`src/pkg/latch_pkg.sv`:
```
// constants and types for the channel configuration latch bank
// assumes four channels and a 4-bit latch address with 8-bit write data
package latch_pkg;
  localparam int unsigned NUM_CH = 4;
  localparam int unsigned ADDR_W = 4;
  localparam int unsigned DATA_W = 8;
  localparam int unsigned NUM_LOCAL = 12;
  localparam int unsigned BANKS_PER_CH = 3;

  // bank index inside a channel, and the matching global addresses
  localparam logic [ADDR_W-1:0] BANK_RX = 4'h0;
  localparam logic [ADDR_W-1:0] BANK_TX = 4'h1;
  localparam logic [ADDR_W-1:0] BANK_DYN = 4'h2;
  localparam logic [ADDR_W-1:0] ADDR_GLB_RX = 4'hC;
  localparam logic [ADDR_W-1:0] ADDR_GLB_TX = 4'hD;
  localparam logic [ADDR_W-1:0] ADDR_GLB_DYN = 4'hE;

  // bit positions inside a write byte
  localparam int unsigned BIT_GLOBAL = 0;
  localparam int unsigned BIT_RATE = 1;
  localparam int unsigned BIT_CKSEL = 2;
  localparam int unsigned BIT_ENC = 3;
  localparam int unsigned BIT_RECENTER = 1;
  localparam int unsigned BIT_OE1 = 2;
  localparam int unsigned BIT_OE2 = 3;
  localparam int unsigned BIT_TXST = 4;
  localparam int unsigned BIT_RXST = 5;
  localparam int unsigned BIT_RXPWR = 6;
  localparam int unsigned BIT_REFRAME = 7;

  // reset values of the single-bit latches
  localparam logic RST_ENC = 1'b1;
  localparam logic RST_CKSEL = 1'b1;
  localparam logic RST_RATE = 1'b0;
  localparam logic RST_REFRAME = 1'b1;
  localparam logic RST_RXPWR = 1'b0;
  localparam logic RST_RXST = 1'b1;
  localparam logic RST_TXST = 1'b1;
  localparam logic RST_OE = 1'b0;
  localparam logic RST_RECENTER = 1'b1;
  localparam logic RST_GLOBAL = 1'b1;

  typedef enum logic [0:0] {RC_IDLE, RC_WAIT_EDGE} recenter_state_t;
endpackage

```
`src/pkg/bank_wr_if.sv`:
```
// write strobes and data carried from the address decoder to one channel
// assumes one clock; strobes are one-cycle pulses
`timescale 1ns/100ps
interface bank_wr_if;
  logic                           wr_tx;
  logic                           wr_dyn;
  logic [latch_pkg::DATA_W-1:0]   data;
  modport src (output wr_tx, output wr_dyn, output data);
  modport dst (input wr_tx, input wr_dyn, input data);
endinterface

```
`src/hw/phase_recenter.sv`:
```
// self-clearing phase buffer recenter latch of one channel
// assumes tx_clk_in is a foreign clock seen as a plain level
`timescale 1ns/100ps
module phase_recenter (
  input  wire logic clk_in,
  input  wire logic rstn_in,
  input  wire logic wr_in,
  input  wire logic wr_bit_in,
  input  wire logic tx_clk_in,
  output logic      recenter_n_out,
  output logic      pulse_out
);
  logic s1_q, s2_q, s3_q, lvl_q, lvl_d, pulse_q, latch_q, latch_d;
  latch_pkg::recenter_state_t state_q, state_d;
  wire  tx_rise = lvl_d & ~lvl_q;
  wire  wr_zero = wr_in & ~wr_bit_in;
  wire  wr_one = wr_in & wr_bit_in;
  wire  done = (state_q == latch_pkg::RC_WAIT_EDGE) & tx_rise;

  // the level moves only once the two later stages agree
  assign lvl_d = (s2_q == s3_q) ? s3_q : lvl_q;

  always_comb begin
    state_d = state_q;
    latch_d = latch_q;
    unique case (state_q)
      latch_pkg::RC_IDLE: begin
        if (wr_zero) begin
          state_d = latch_pkg::RC_WAIT_EDGE;
          latch_d = 1'b0;
        end
      end
      latch_pkg::RC_WAIT_EDGE: begin
        // a fresh zero write in the finishing cycle keeps the request
        if (wr_one || (done && !wr_zero)) begin
          state_d = latch_pkg::RC_IDLE;
          latch_d = 1'b1;
        end
      end
    endcase
  end

  always_ff @(posedge clk_in) begin
    if (!rstn_in) begin
      s1_q    <= 1'b0;
      s2_q    <= 1'b0;
      s3_q    <= 1'b0;
      lvl_q   <= 1'b0;
      pulse_q <= 1'b0;
      latch_q <= latch_pkg::RST_RECENTER;
      state_q <= latch_pkg::RC_IDLE;
    end else begin
      s1_q    <= tx_clk_in;
      s2_q    <= s1_q;
      s3_q    <= s2_q;
      lvl_q   <= lvl_d;
      pulse_q <= done;
      latch_q <= latch_d;
      state_q <= state_d;
    end
  end

  assign recenter_n_out = latch_q;
  assign pulse_out = pulse_q;

  AST_RECENTER_ONLY_ON_EDGE: assert property (
    @(posedge clk_in) disable iff (!rstn_in)
    pulse_q |-> $past(tx_rise) && $past(state_q == latch_pkg::RC_WAIT_EDGE))
    else $error("recenter pulse without a tx clock edge");
  AST_RECENTER_SELF_CLEAR: assert property (
    @(posedge clk_in) disable iff (!rstn_in)
    (done && !wr_in) |=> latch_q)
    else $error("recenter latch did not clear itself");
endmodule // phase_recenter

```
`src/hw/channel_bank.sv`:
```
// transmit static and dynamic latches of one channel
// assumes strobes arrive already decoded for this channel
`timescale 1ns/100ps
module channel_bank (
  input  wire logic clk_in,
  input  wire logic rstn_in,
  bank_wr_if.dst    wr,
  output logic      enc_on_out,
  output logic      cksel_out,
  output logic      rate_out,
  output logic      reframe_out,
  output logic      rxpwr_out,
  output logic      rxst_n_out,
  output logic      txst_n_out,
  output logic      oe1_out,
  output logic      oe2_out
);
  always_ff @(posedge clk_in) begin
    if (!rstn_in) begin
      enc_on_out  <= latch_pkg::RST_ENC;
      cksel_out   <= latch_pkg::RST_CKSEL;
      rate_out    <= latch_pkg::RST_RATE;
      reframe_out <= latch_pkg::RST_REFRAME;
      rxpwr_out   <= latch_pkg::RST_RXPWR;
      rxst_n_out  <= latch_pkg::RST_RXST;
      txst_n_out  <= latch_pkg::RST_TXST;
      oe1_out     <= latch_pkg::RST_OE;
      oe2_out     <= latch_pkg::RST_OE;
    end else begin
      if (wr.wr_tx) begin
        enc_on_out <= wr.data[latch_pkg::BIT_ENC];
        cksel_out  <= wr.data[latch_pkg::BIT_CKSEL];
        rate_out   <= wr.data[latch_pkg::BIT_RATE];
      end
      if (wr.wr_dyn) begin
        reframe_out <= wr.data[latch_pkg::BIT_REFRAME];
        rxpwr_out   <= wr.data[latch_pkg::BIT_RXPWR];
        rxst_n_out  <= wr.data[latch_pkg::BIT_RXST];
        txst_n_out  <= wr.data[latch_pkg::BIT_TXST];
        oe1_out     <= wr.data[latch_pkg::BIT_OE1];
        oe2_out     <= wr.data[latch_pkg::BIT_OE2];
      end
    end
  end
endmodule // channel_bank

```
`src/hw/serdes_channel_config_latches.sv`:
```
// top of the four-channel configuration latch bank
// assumes the host writes one byte per strobe; pins are asynchronous
`timescale 1ns/100ps
module serdes_channel_config_latches (
  input  wire logic                              clk_in,
  input  wire logic                              rstn_in,
  input  wire logic                              cfg_write_in,
  input  wire logic [latch_pkg::ADDR_W-1:0]      cfg_addr_in,
  input  wire logic [latch_pkg::DATA_W-1:0]      cfg_data_in,
  input  wire logic [latch_pkg::NUM_CH-1:0]      speed_range_select_in,
  input  wire logic [latch_pkg::NUM_CH-1:0]      tx_input_clock_in,
  output logic [latch_pkg::NUM_CH-1:0]           tx_encoder_on_out,
  output logic [latch_pkg::NUM_CH-1:0]           tx_input_clock_select_out,
  output logic [latch_pkg::NUM_CH-1:0]           tx_pll_rate_select_out,
  output logic [latch_pkg::NUM_CH-1:0]           tx_phase_buffer_bypass_out,
  output logic [latch_pkg::NUM_CH-1:0]           tx_dual_edge_capture_out,
  output logic [latch_pkg::NUM_CH-1:0]           rate_config_invalid_out,
  output logic [latch_pkg::NUM_CH-1:0]           reframe_allow_out,
  output logic [latch_pkg::NUM_CH-1:0]           rx_channel_power_on_out,
  output logic [latch_pkg::NUM_CH-1:0]           rx_selftest_off_n_out,
  output logic [latch_pkg::NUM_CH-1:0]           tx_selftest_off_n_out,
  output logic [latch_pkg::NUM_CH-1:0]           primary_driver_on_out,
  output logic [latch_pkg::NUM_CH-1:0]           secondary_driver_on_out,
  output logic [latch_pkg::NUM_CH-1:0]           primary_driver_pd_out,
  output logic [latch_pkg::NUM_CH-1:0]           secondary_driver_pd_out,
  output logic [latch_pkg::NUM_CH-1:0]           channel_logic_pd_out,
  output logic [latch_pkg::NUM_CH-1:0]           phase_buffer_recenter_n_out,
  output logic [latch_pkg::NUM_CH-1:0]           phase_recenter_pulse_out,
  output logic [latch_pkg::NUM_LOCAL-1:0]        global_write_participate_out
);
  localparam int unsigned NC = latch_pkg::NUM_CH;

  // address of bank k of channel c
  function automatic logic [latch_pkg::ADDR_W-1:0] bank_addr(
    input int unsigned ch, input logic [latch_pkg::ADDR_W-1:0] k);
    logic [latch_pkg::ADDR_W-1:0] base;
    base = latch_pkg::ADDR_W'(ch * latch_pkg::BANKS_PER_CH);
    return base + k;
  endfunction

  logic [latch_pkg::NUM_LOCAL-1:0] participate_q;
  logic [NC-1:0] spd_s1_q, spd_s2_q, spd_s3_q, spd_lvl_q, spd_lvl_d;
  logic [NC-1:0] bypass_q, dual_q, invalid_q, logic_pd_q;
  logic [NC-1:0] pd1_q, pd2_q, wr_tx_w, wr_dyn_w;
  logic [NC-1:0] enc_w, cksel_w, rate_w, oe1_w, oe2_w;

  wire local_wr = cfg_write_in &&
                  (cfg_addr_in < latch_pkg::ADDR_W'(latch_pkg::NUM_LOCAL));
  wire force_glb = cfg_data_in[latch_pkg::BIT_GLOBAL];
  wire glb_tx = cfg_write_in && (cfg_addr_in == latch_pkg::ADDR_GLB_TX);
  wire glb_dyn = cfg_write_in && (cfg_addr_in == latch_pkg::ADDR_GLB_DYN);

  // speed select is a pin: three stages, level moves once two agree
  assign spd_lvl_d = (spd_s2_q & spd_s3_q) |
                     (spd_lvl_q & (spd_s2_q ^ spd_s3_q));

  genvar c;
  generate
    for (c = 0; c < NC; c++) begin : g_ch
      localparam logic [latch_pkg::ADDR_W-1:0] A_TX =
        bank_addr(c, latch_pkg::BANK_TX);
      localparam logic [latch_pkg::ADDR_W-1:0] A_DYN =
        bank_addr(c, latch_pkg::BANK_DYN);
      bank_wr_if wr_bus ();
      wire tx_join = participate_q[A_TX] | force_glb;
      wire dyn_join = participate_q[A_DYN] | force_glb;
      assign wr_tx_w[c] = (cfg_write_in && cfg_addr_in == A_TX) ||
                          (glb_tx && tx_join);
      assign wr_dyn_w[c] = (cfg_write_in && cfg_addr_in == A_DYN) ||
                           (glb_dyn && dyn_join);
      assign wr_bus.wr_tx = wr_tx_w[c];
      assign wr_bus.wr_dyn = wr_dyn_w[c];
      assign wr_bus.data = cfg_data_in;

      channel_bank u_bank (
        .clk_in      (clk_in),
        .rstn_in     (rstn_in),
        .wr          (wr_bus.dst),
        .enc_on_out  (enc_w[c]),
        .cksel_out   (cksel_w[c]),
        .rate_out    (rate_w[c]),
        .reframe_out (reframe_allow_out[c]),
        .rxpwr_out   (rx_channel_power_on_out[c]),
        .rxst_n_out  (rx_selftest_off_n_out[c]),
        .txst_n_out  (tx_selftest_off_n_out[c]),
        .oe1_out     (oe1_w[c]),
        .oe2_out     (oe2_w[c])
      );

      phase_recenter u_recenter (
        .clk_in         (clk_in),
        .rstn_in        (rstn_in),
        .wr_in          (wr_dyn_w[c]),
        .wr_bit_in      (cfg_data_in[latch_pkg::BIT_RECENTER]),
        .tx_clk_in      (tx_input_clock_in[c]),
        .recenter_n_out (phase_buffer_recenter_n_out[c]),
        .pulse_out      (phase_recenter_pulse_out[c])
      );
    end
  endgenerate

  // participate bits change only on a direct write to their own address
  always_ff @(posedge clk_in) begin
    if (!rstn_in) begin
      participate_q <= {latch_pkg::NUM_LOCAL{latch_pkg::RST_GLOBAL}};
    end else if (local_wr) begin
      participate_q[cfg_addr_in] <= cfg_data_in[latch_pkg::BIT_GLOBAL];
    end
  end

  always_ff @(posedge clk_in) begin
    if (!rstn_in) begin
      spd_s1_q <= '0;
      spd_s2_q <= '0;
      spd_s3_q <= '0;
      spd_lvl_q <= '0;
    end else begin
      spd_s1_q <= speed_range_select_in;
      spd_s2_q <= spd_s1_q;
      spd_s3_q <= spd_s2_q;
      spd_lvl_q <= spd_lvl_d;
    end
  end

  // derived controls are registered so every data output except the two driver enables leaves a flop
  always_ff @(posedge clk_in) begin
    if (!rstn_in) begin
      bypass_q   <= {NC{latch_pkg::RST_CKSEL}};
      dual_q     <= {NC{latch_pkg::RST_CKSEL & latch_pkg::RST_RATE}};
      invalid_q  <= '0;
      pd1_q      <= {NC{~latch_pkg::RST_OE}};
      pd2_q      <= {NC{~latch_pkg::RST_OE}};
      logic_pd_q <= {NC{~latch_pkg::RST_OE}};
    end else begin
      bypass_q   <= cksel_w;
      dual_q     <= cksel_w & rate_w;
      invalid_q  <= rate_w & ~spd_lvl_q;
      pd1_q      <= ~oe1_w;
      pd2_q      <= ~oe2_w;
      logic_pd_q <= ~oe1_w & ~oe2_w;
    end
  end

  // driver enables are also gated by reset itself so no glitch leaks out
  assign primary_driver_on_out = oe1_w & {NC{rstn_in}};
  assign secondary_driver_on_out = oe2_w & {NC{rstn_in}};
  assign tx_encoder_on_out = enc_w;
  assign tx_input_clock_select_out = cksel_w;
  assign tx_pll_rate_select_out = rate_w;
  assign tx_phase_buffer_bypass_out = bypass_q;
  assign tx_dual_edge_capture_out = dual_q;
  assign rate_config_invalid_out = invalid_q;
  assign primary_driver_pd_out = pd1_q;
  assign secondary_driver_pd_out = pd2_q;
  assign channel_logic_pd_out = logic_pd_q;
  assign global_write_participate_out = participate_q;

  AST_RESET_VALUES: assert property (
    @(posedge clk_in) disable iff (!rstn_in)
    $rose(rstn_in) |-> tx_encoder_on_out == {NC{1'b1}} &&
      tx_pll_rate_select_out == '0 && reframe_allow_out == {NC{1'b1}} &&
      rx_selftest_off_n_out == {NC{1'b1}} &&
      tx_selftest_off_n_out == {NC{1'b1}} &&
      rx_channel_power_on_out == '0 &&
      phase_buffer_recenter_n_out == {NC{1'b1}})
    else $error("latches not at reset values after release");
  AST_BYPASS_FOLLOWS_SELECT: assert property (
    @(posedge clk_in) disable iff (!rstn_in)
    rstn_in |=> tx_phase_buffer_bypass_out ==
      $past(tx_input_clock_select_out))
    else $error("buffer bypass does not follow clock select");
  AST_DUAL_EDGE: assert property (
    @(posedge clk_in) disable iff (!rstn_in)
    (rstn_in && tx_input_clock_select_out[0] && tx_pll_rate_select_out[0])
      |=> tx_dual_edge_capture_out[0])
    else $error("dual edge capture missing");
  AST_RATE_INVALID: assert property (
    @(posedge clk_in) disable iff (!rstn_in)
    (rstn_in && tx_pll_rate_select_out[2] && !spd_lvl_q[2])
      |=> rate_config_invalid_out[2])
    else $error("invalid rate combination not flagged");
  AST_DIRECT_DYN_WRITE: assert property (
    @(posedge clk_in) disable iff (!rstn_in)
    (cfg_write_in && cfg_addr_in == bank_addr(2, latch_pkg::BANK_DYN))
      |=> primary_driver_on_out[2] == $past(cfg_data_in[latch_pkg::BIT_OE1])
      ##1 primary_driver_pd_out[2] == !primary_driver_on_out[2])
    else $error("direct driver write not applied");
  AST_LOGIC_POWER_DOWN: assert property (
    @(posedge clk_in) disable iff (!rstn_in)
    (!primary_driver_on_out[3] && !secondary_driver_on_out[3])[*2]
      |-> channel_logic_pd_out[3])
    else $error("channel logic not powered down");
  AST_RESET_DRIVERS_OFF: assert property (
    @(posedge clk_in)
    !rstn_in |-> primary_driver_on_out == '0 &&
      secondary_driver_on_out == '0)
    else $error("driver enabled during reset");
  AST_EXCLUDED_HOLDS: assert property (
    @(posedge clk_in) disable iff (!rstn_in)
    (glb_tx && !force_glb && !participate_q[bank_addr(1, latch_pkg::BANK_TX)])
      |=> $stable(tx_pll_rate_select_out[1]))
    else $error("excluded channel changed on global write");
  AST_FORCED_GLOBAL: assert property (
    @(posedge clk_in) disable iff (!rstn_in)
    (glb_tx && force_glb) |=> tx_pll_rate_select_out ==
      {NC{$past(cfg_data_in[latch_pkg::BIT_RATE])}})
    else $error("forced global write missed a channel");
  AST_GLOBAL_PARTICIPATE: assert property (
    @(posedge clk_in) disable iff (!rstn_in)
    (glb_dyn && participate_q[bank_addr(0, latch_pkg::BANK_DYN)]) |=>
      reframe_allow_out[0] == $past(cfg_data_in[latch_pkg::BIT_REFRAME]))
    else $error("participating channel missed a global write");
  AST_RECENTER_WRITE: assert property (
    @(posedge clk_in) disable iff (!rstn_in)
    (wr_dyn_w[0] && !cfg_data_in[latch_pkg::BIT_RECENTER])
      |=> !phase_buffer_recenter_n_out[0])
    else $error("recenter write of zero not taken");
  AST_ENC_WRITE: assert property (
    @(posedge clk_in) disable iff (!rstn_in)
    wr_tx_w[0] |=> tx_encoder_on_out[0] ==
      $past(cfg_data_in[latch_pkg::BIT_ENC]))
    else $error("encoder latch write not applied");
  AST_SELECT_WRITE: assert property (
    @(posedge clk_in) disable iff (!rstn_in)
    wr_tx_w[1] |=> tx_input_clock_select_out[1] ==
      $past(cfg_data_in[latch_pkg::BIT_CKSEL]))
    else $error("clock select latch write not applied");
  AST_RATE_WRITE: assert property (
    @(posedge clk_in) disable iff (!rstn_in)
    wr_tx_w[3] |=> tx_pll_rate_select_out[3] ==
      $past(cfg_data_in[latch_pkg::BIT_RATE]))
    else $error("rate latch write not applied");
  // a frozen framer must not see its enable move without a write
  AST_REFRAME_HOLDS: assert property (
    @(posedge clk_in) disable iff (!rstn_in)
    (rstn_in && !wr_dyn_w[2]) |=> $stable(reframe_allow_out[2]))
    else $error("reframe latch changed without a write");
  AST_RX_POWER_WRITE: assert property (
    @(posedge clk_in) disable iff (!rstn_in)
    wr_dyn_w[1] |=> rx_channel_power_on_out[1] ==
      $past(cfg_data_in[latch_pkg::BIT_RXPWR]))
    else $error("receive power latch write not applied");
  AST_RX_SELFTEST_WRITE: assert property (
    @(posedge clk_in) disable iff (!rstn_in)
    wr_dyn_w[3] |=> rx_selftest_off_n_out[3] ==
      $past(cfg_data_in[latch_pkg::BIT_RXST]))
    else $error("receive self-test latch write not applied");
  AST_TX_SELFTEST_WRITE: assert property (
    @(posedge clk_in) disable iff (!rstn_in)
    wr_dyn_w[0] |=> tx_selftest_off_n_out[0] ==
      $past(cfg_data_in[latch_pkg::BIT_TXST]))
    else $error("transmit self-test latch write not applied");
  AST_SECONDARY_WRITE: assert property (
    @(posedge clk_in) disable iff (!rstn_in)
    wr_dyn_w[1] |=> secondary_driver_on_out[1] ==
      $past(cfg_data_in[latch_pkg::BIT_OE2])
      ##1 secondary_driver_pd_out[1] == !secondary_driver_on_out[1])
    else $error("secondary driver write not applied");
  AST_GLOBAL_RECENTER: assert property (
    @(posedge clk_in) disable iff (!rstn_in)
    (glb_dyn && force_glb && !cfg_data_in[latch_pkg::BIT_RECENTER])
      |=> phase_buffer_recenter_n_out == '0)
    else $error("forced global recenter missed a channel");
  AST_LOCAL_PARTICIPATE: assert property (
    @(posedge clk_in) disable iff (!rstn_in)
    (cfg_write_in && cfg_addr_in == bank_addr(1, latch_pkg::BANK_TX))
      |=> global_write_participate_out[bank_addr(1, latch_pkg::BANK_TX)] ==
      $past(cfg_data_in[latch_pkg::BIT_GLOBAL]))
    else $error("participate bit write not applied");
  AST_FORCED_DYN_GLOBAL: assert property (
    @(posedge clk_in) disable iff (!rstn_in)
    (glb_dyn && force_glb) |=> rx_channel_power_on_out ==
      {NC{$past(cfg_data_in[latch_pkg::BIT_RXPWR])}})
    else $error("forced global dynamic write missed a channel");
  // global addresses carry data only, never participate bits
  AST_GLOBAL_KEEPS_PARTICIPATE: assert property (
    @(posedge clk_in) disable iff (!rstn_in)
    (rstn_in && (glb_tx || glb_dyn)) |=> $stable(participate_q))
    else $error("global write changed participate bits");

  COV_FORCED_GLOBAL: cover property (
    @(posedge clk_in) disable iff (!rstn_in) glb_dyn && force_glb);
  COV_RECENTER_DONE: cover property (
    @(posedge clk_in) disable iff (!rstn_in) phase_recenter_pulse_out[0]);
  COV_EXCLUDED: cover property (
    @(posedge clk_in) disable iff (!rstn_in)
    glb_tx && !force_glb && participate_q != {latch_pkg::NUM_LOCAL{1'b1}});
  COV_DUAL_EDGE: cover property (
    @(posedge clk_in) disable iff (!rstn_in) |tx_dual_edge_capture_out);
  COV_RATE_INVALID: cover property (
    @(posedge clk_in) disable iff (!rstn_in) |rate_config_invalid_out);
endmodule // serdes_channel_config_latches

```
`config.mk`:
```
export PLATFORM = sky130hd
export DESIGN_NAME = serdes_channel_config_latches
export DESIGN_NICKNAME = d
export VERILOG_FILES = /design/src/pkg/latch_pkg.sv /design/src/pkg/bank_wr_if.sv /design/src/hw/phase_recenter.sv /design/src/hw/channel_bank.sv /design/src/hw/serdes_channel_config_latches.sv
export SDC_FILE = /design/constraint.sdc
export NUM_CORES = 1
export LEC_CHECK = 0
export BUFFER_PORTS_ARGS = -buffer_cell sky130_fd_sc_hd__buf_4
export CAP_MARGIN = 0
export CORE_MARGIN = 10
export CORE_UTILIZATION = 57
export CTS_CLUSTER_SIZE = 20
export DETAILED_ROUTE_END_ITERATION = 8
export HOLD_SLACK_MARGIN = 0.12
export MAX_ROUTING_LAYER = met4
export PLACE_DENSITY_LB_ADDON = 0.05
export RECOVER_POWER = 100
export SLEW_MARGIN = 5
export SYNTH_ARGS = -nofsm -noshare
export SYNTH_HDL_FRONTEND = slang
export SYNTH_SLANG_ARGS = --single-unit
```
`constraint.sdc`:
```
create_clock -name clk_in -period 3.3 [get_ports clk_in]
set_clock_uncertainty 0.1 [all_clocks]
set_input_delay 0.825 -clock clk_in [delete_from_list [all_inputs] [get_ports clk_in]]
set_output_delay 0.825 -clock clk_in [all_outputs]
set_load 0.05 [all_outputs]
```
* Yosys cells after proc, flatten, opt, wreduce, memory -nomap -nowiden
Index checks and enable logic that the tools add are counted.
** Operators by class
- Bitwise gates (word level) :: 45
- Equality and inequality tests :: 22
- Order comparisons :: 3
- Mux-type cells :: 31
- Reduce and logical (&&, ||, !) cells :: 44
** Operators by type and width (number)
- 4-bit AND :: 7
- 1-bit logical AND :: 24
- 1-bit two-way mux :: 21
- 4-bit == test (second input constant) :: 5
- 1-bit AND :: 16
- 1-bit case mux with 2 select lines :: 8
- 12-bit bitwise mux :: 1
- 4-bit by 3-bit == test with 1-bit output (second input constant) :: 3
- 1-bit logical OR :: 12
- 4-bit inverter :: 3
- 1-bit inverter :: 9
- 2-bit by 1-bit inequality test with 1-bit output (second input constant) :: 4
- 2-bit inequality test (second input constant) :: 4
- 1-bit bitwise OR :: 8
- 2-bit AND reduction :: 4
- 4-bit by 5-bit < comparator with 1-bit output (second input constant) :: 1
- 1-bit demux with 4-bit select :: 1
- 1-bit == test :: 4
- 4-bit by 1-bit == test with 1-bit output (second input constant) :: 1
- 4-bit by 2-bit == test with 1-bit output (second input constant) :: 1
- 4-bit by 1-bit greater-or-equal comparator with 1-bit output (second input constant) :: 1
- 1-bit logical NOT :: 4
- 4-bit < comparator (second input constant) :: 1
- 4-bit bitwise OR :: 1
- 4-bit XOR :: 1
** Storage, ports and cells
- Logic and storage cells :: 220
- Flip-flop bits (word level) :: 116
- Input port bits :: 23
- Output and inout port bits :: 80

* Logic depth before layout (Yosys ltp)
- Word-level depth :: 10
- Depth in mapped cells :: 6
- Depth with buffers taken out :: 3

* Modules after synthesis
From an unflattened synthesis, not the netlist that was laid out.
** Unflattened totals
- Cell total of the unflattened synthesis :: 389
- Area total of the unflattened synthesis :: 4065.1 µm²
** By module, submodules not included
- serdes_channel_config_latches :: cells each 185, instances 1, sequential area each 1041.0 µm², area each 1773.0 µm²
- channel_bank :: cells each 29, instances 4, sequential area each 180.2 µm², area each 330.3 µm²
- phase_recenter :: cells each 22, instances 4, sequential area each 140.1 µm², area each 242.7 µm²

* Worst setup path after synthesis
No wires, ideal clock.
- Path kind :: input port to output port
- From :: input rstn_in
- To :: output primary_driver_on_out[0] in the netlist's numbering
- Required time :: 2375 ps
- Arrival :: 1773 ps
- Path buffers :: 2
- Cell stages on the path :: 4
- Slack :: 602 ps
- Cell sequence :: clkbuf_1 -> clkbuf_1 -> nand2_1 -> inv_1
** Between the ends
- Longest elaborated chain between the ends :: 1
** RTL lines
- start: declaration :: line serdes_channel_config_latches.sv:6 : input wire logic rstn_in,
- 4-bit AND :: line serdes_channel_config_latches.sv:145 : assign primary_driver_on_out = oe1_w & {NC{rstn_in}};
- end: declaration :: line serdes_channel_config_latches.sv:22 : output logic [latch_pkg::NUM_CH-1:0] primary_driver_on_out,
No other way between the ends.

* Final worst setup path
Same ends and word-level chain as after synthesis.

==> out/metrics.cfg <==
[status]
outcome = complete, no violations

[clocking]
cts_tree = done
cts_root_buf = clkbuf_8
clock_latency_ps = 500
post-cts-setup-buffers = 0
cts_max_path_buffers = 2
cts_resized = 0
ctsHoldBuffers = 0
cts_inserted_buffers = 17
htree_levels = 4
cts.sinks = 116
clk_pin_slew_ps = 50

[die]
die_x_um = 108.1
io_pins = 103
start_util = 0.5785
die_area_sq_um = 11690
rows = 32
fp.dieH_um = 108.1
coreArea_sq_um = 7647

[sta]
period_needed_ps = 2853
rsz0062_at_grt = false
fmax_ghz = 0.3505
hold_viol = 0
fin_tns_setup_ps = 0
finalCritPeriodShare = 0.8646
slew_violations = 0
holdWs_ps = 310.7
worstMarginPinSlew_ps = 1160
relSlewSlack = 0.2266
setup_viol = 0

[yosys]
async_reset_ff_frac = 0
synth_xor_area_frac = 0
yosys.area.top_type = dfxtp_1
synth.distinct_cells = 32
synth_area_sq_um = 4424
muxShareOfSynthArea = 0.1004
synth_fp_nets = 459
synth-main-ff-cell = dfxtp_1
syn_inst = 432
ys_seq_elements = 116
avgSynthCellArea_sq_um = 10.24
synth_compound_area_frac = 0.09870
synth_fa_ha_area_frac = 0.01131
yosysTopAreaCellShare = 0.5249
seq_area_frac_synth = 0.5249
synth-simple-area-share = 0.1680
synth_top_cells_by_count = dfxtp_1, mux2i_1, buf_4
synth_top_family_by_area = simple AND/OR/NAND/NOR gates
yosys_warnings = 0
post-synth-top-count-cell = dfxtp_1
synth-edff-count = 0
synth_area_leaders = dfxtp_1, mux2i_1, buf_4, nor2b_1, and2_1

[global_route]
grt_pass1_vias = 3145
grt_max_degree = 46
grt_first_pass_wirelength_mm = 15.73
grt_overflow = 0
track_usage = 0.1735
antenna_found_initial = 0

[place]
dpl.cell_count = 579
gp_congestion = 0.8315
place_area_sq_um = 4965
place_hpwl_mm = 6.889
port-buffer-count = 102

[drt]
first_iter_violations = 184
wl_per_cell_um = 15.94
vias = 3100
route.detailed.drc = 0
final_antenna_net_count = 0
routed_wl_mm = 9.721
first_pass_iters = 5
viasPerCell = 5.082

[setup_path]
crit_start = rstn_in
crit_type = in -> out
startpoint_type = primary input
cp-end-kind = primary output
required_ps = 2370
arrival_ps = 1930
critPathMaxFanout = 45
timing.rr.start = global_write_participate_out[5]$_SDFFE_PN1P_

[layout]
fin_area_sq_um = 5195
nNetsFinal = 523
layout.cells.non_filler = 610
syn_to_final_growth_pct = 17.42
antenna_cells = 0
final_layout_size_suffix_gt1_frac = 0.1161
largest_reg_flops = 12

[pwr]
ir_worst_vdd_mv = 0.4811
power.density_nw_per_um2 = 656.1
cellLeakagePower_uw = 0.002122

[worst_hold_path]
hp-class = reg -> reg
hp-start = g_ch[1].u_bank.oe1_out$_SDFFE_PN0P_

[run]
cap_violations = 0

per-layer routing:
layer	track usage	vias to the layer above	wire [um]
met2	0.2776	84	4666
met5	-	-	0
met1	0.2012	1458	4368
li1	-	1547	-
met4	0.05439	0	116
met3	0.05830	11	569
layout make-up:
| cell class | count | area [sq um] |
|---|---|---|
| well taps | 102 | 127.6 |
| clock buffers | 23 | 476.7 |
| inverters | 16 | 60.06 |
| multi-input cells | 241 | 1640 |
| flip-flops and latches | 116 | 2322 |
| clock inverters | 8 | 98.84 |
| repair buffers | 104 | 469.2 |
| fillers | 655 | 2452 |
cell usage in the layout, fill, tap and decap left out, types with 3 or more instances in the layout:
cell and n:
dfxtp_1 116, clkbuf_1 85, mux2i_1 41, nand2_1 32
nor2b_1 32, o21ai_0 23, buf_4 21, and2_1 20
nor2_1 17, inv_1 16, clkbuf_16 16, o311ai_0 12
nand3b_1 8, nand3_1 7, nand2b_1 5, and2_0 5
a21oi_1 5, and3_1 5, clkbuf_8 5, a21boi_0 4
ha_1 4, o32ai_2 3, o32ai_1 3, o32a_1 3
clkinv_2 3
kinds of logic after synthesis:
kind of cell | Yosys count
flops | 116
buf+inv | 75
simple gates | 137
compound gates | 56
fa+ha+maj | 4
mux | 44
critical path: stages:
cell and delay (ps):
buf_4 330, nand2_1 160, inv_1 90, clkbuf_1 500
final timing paths:
check,to,slack (ps),cells after the start
setup / recovery,primary_driver_on_out[0],450,4
setup reg to reg,g_ch[1].u_recenter.recenter_n_out$_SDFFE_PN1P_,1630,3
hold / removal,primary_driver_pd_out[1]$_SDFF_PN1_,310,1
hold reg to reg,primary_driver_pd_out[1]$_SDFF_PN1_,310,1
per-stage QoR:
step,power (uW),utilization,worst slack [ps]
global placement,1709,0.6492,785.0
finish,3408,0.6793,446.8
floorplan,1650,-,602.0
detailed placement,1714,0.6492,743.6
CTS,3451,0.7245,748.0
global route,3523,0.6793,353.2
power by group:
part	switching [uW]	internal, uW	leakage, uW
Sequential	16.1	1430	0.000943
Combinational	148	64.9	0.000898
Clock	597	1150	0.000280
Power figures use the tool's default switching activity.
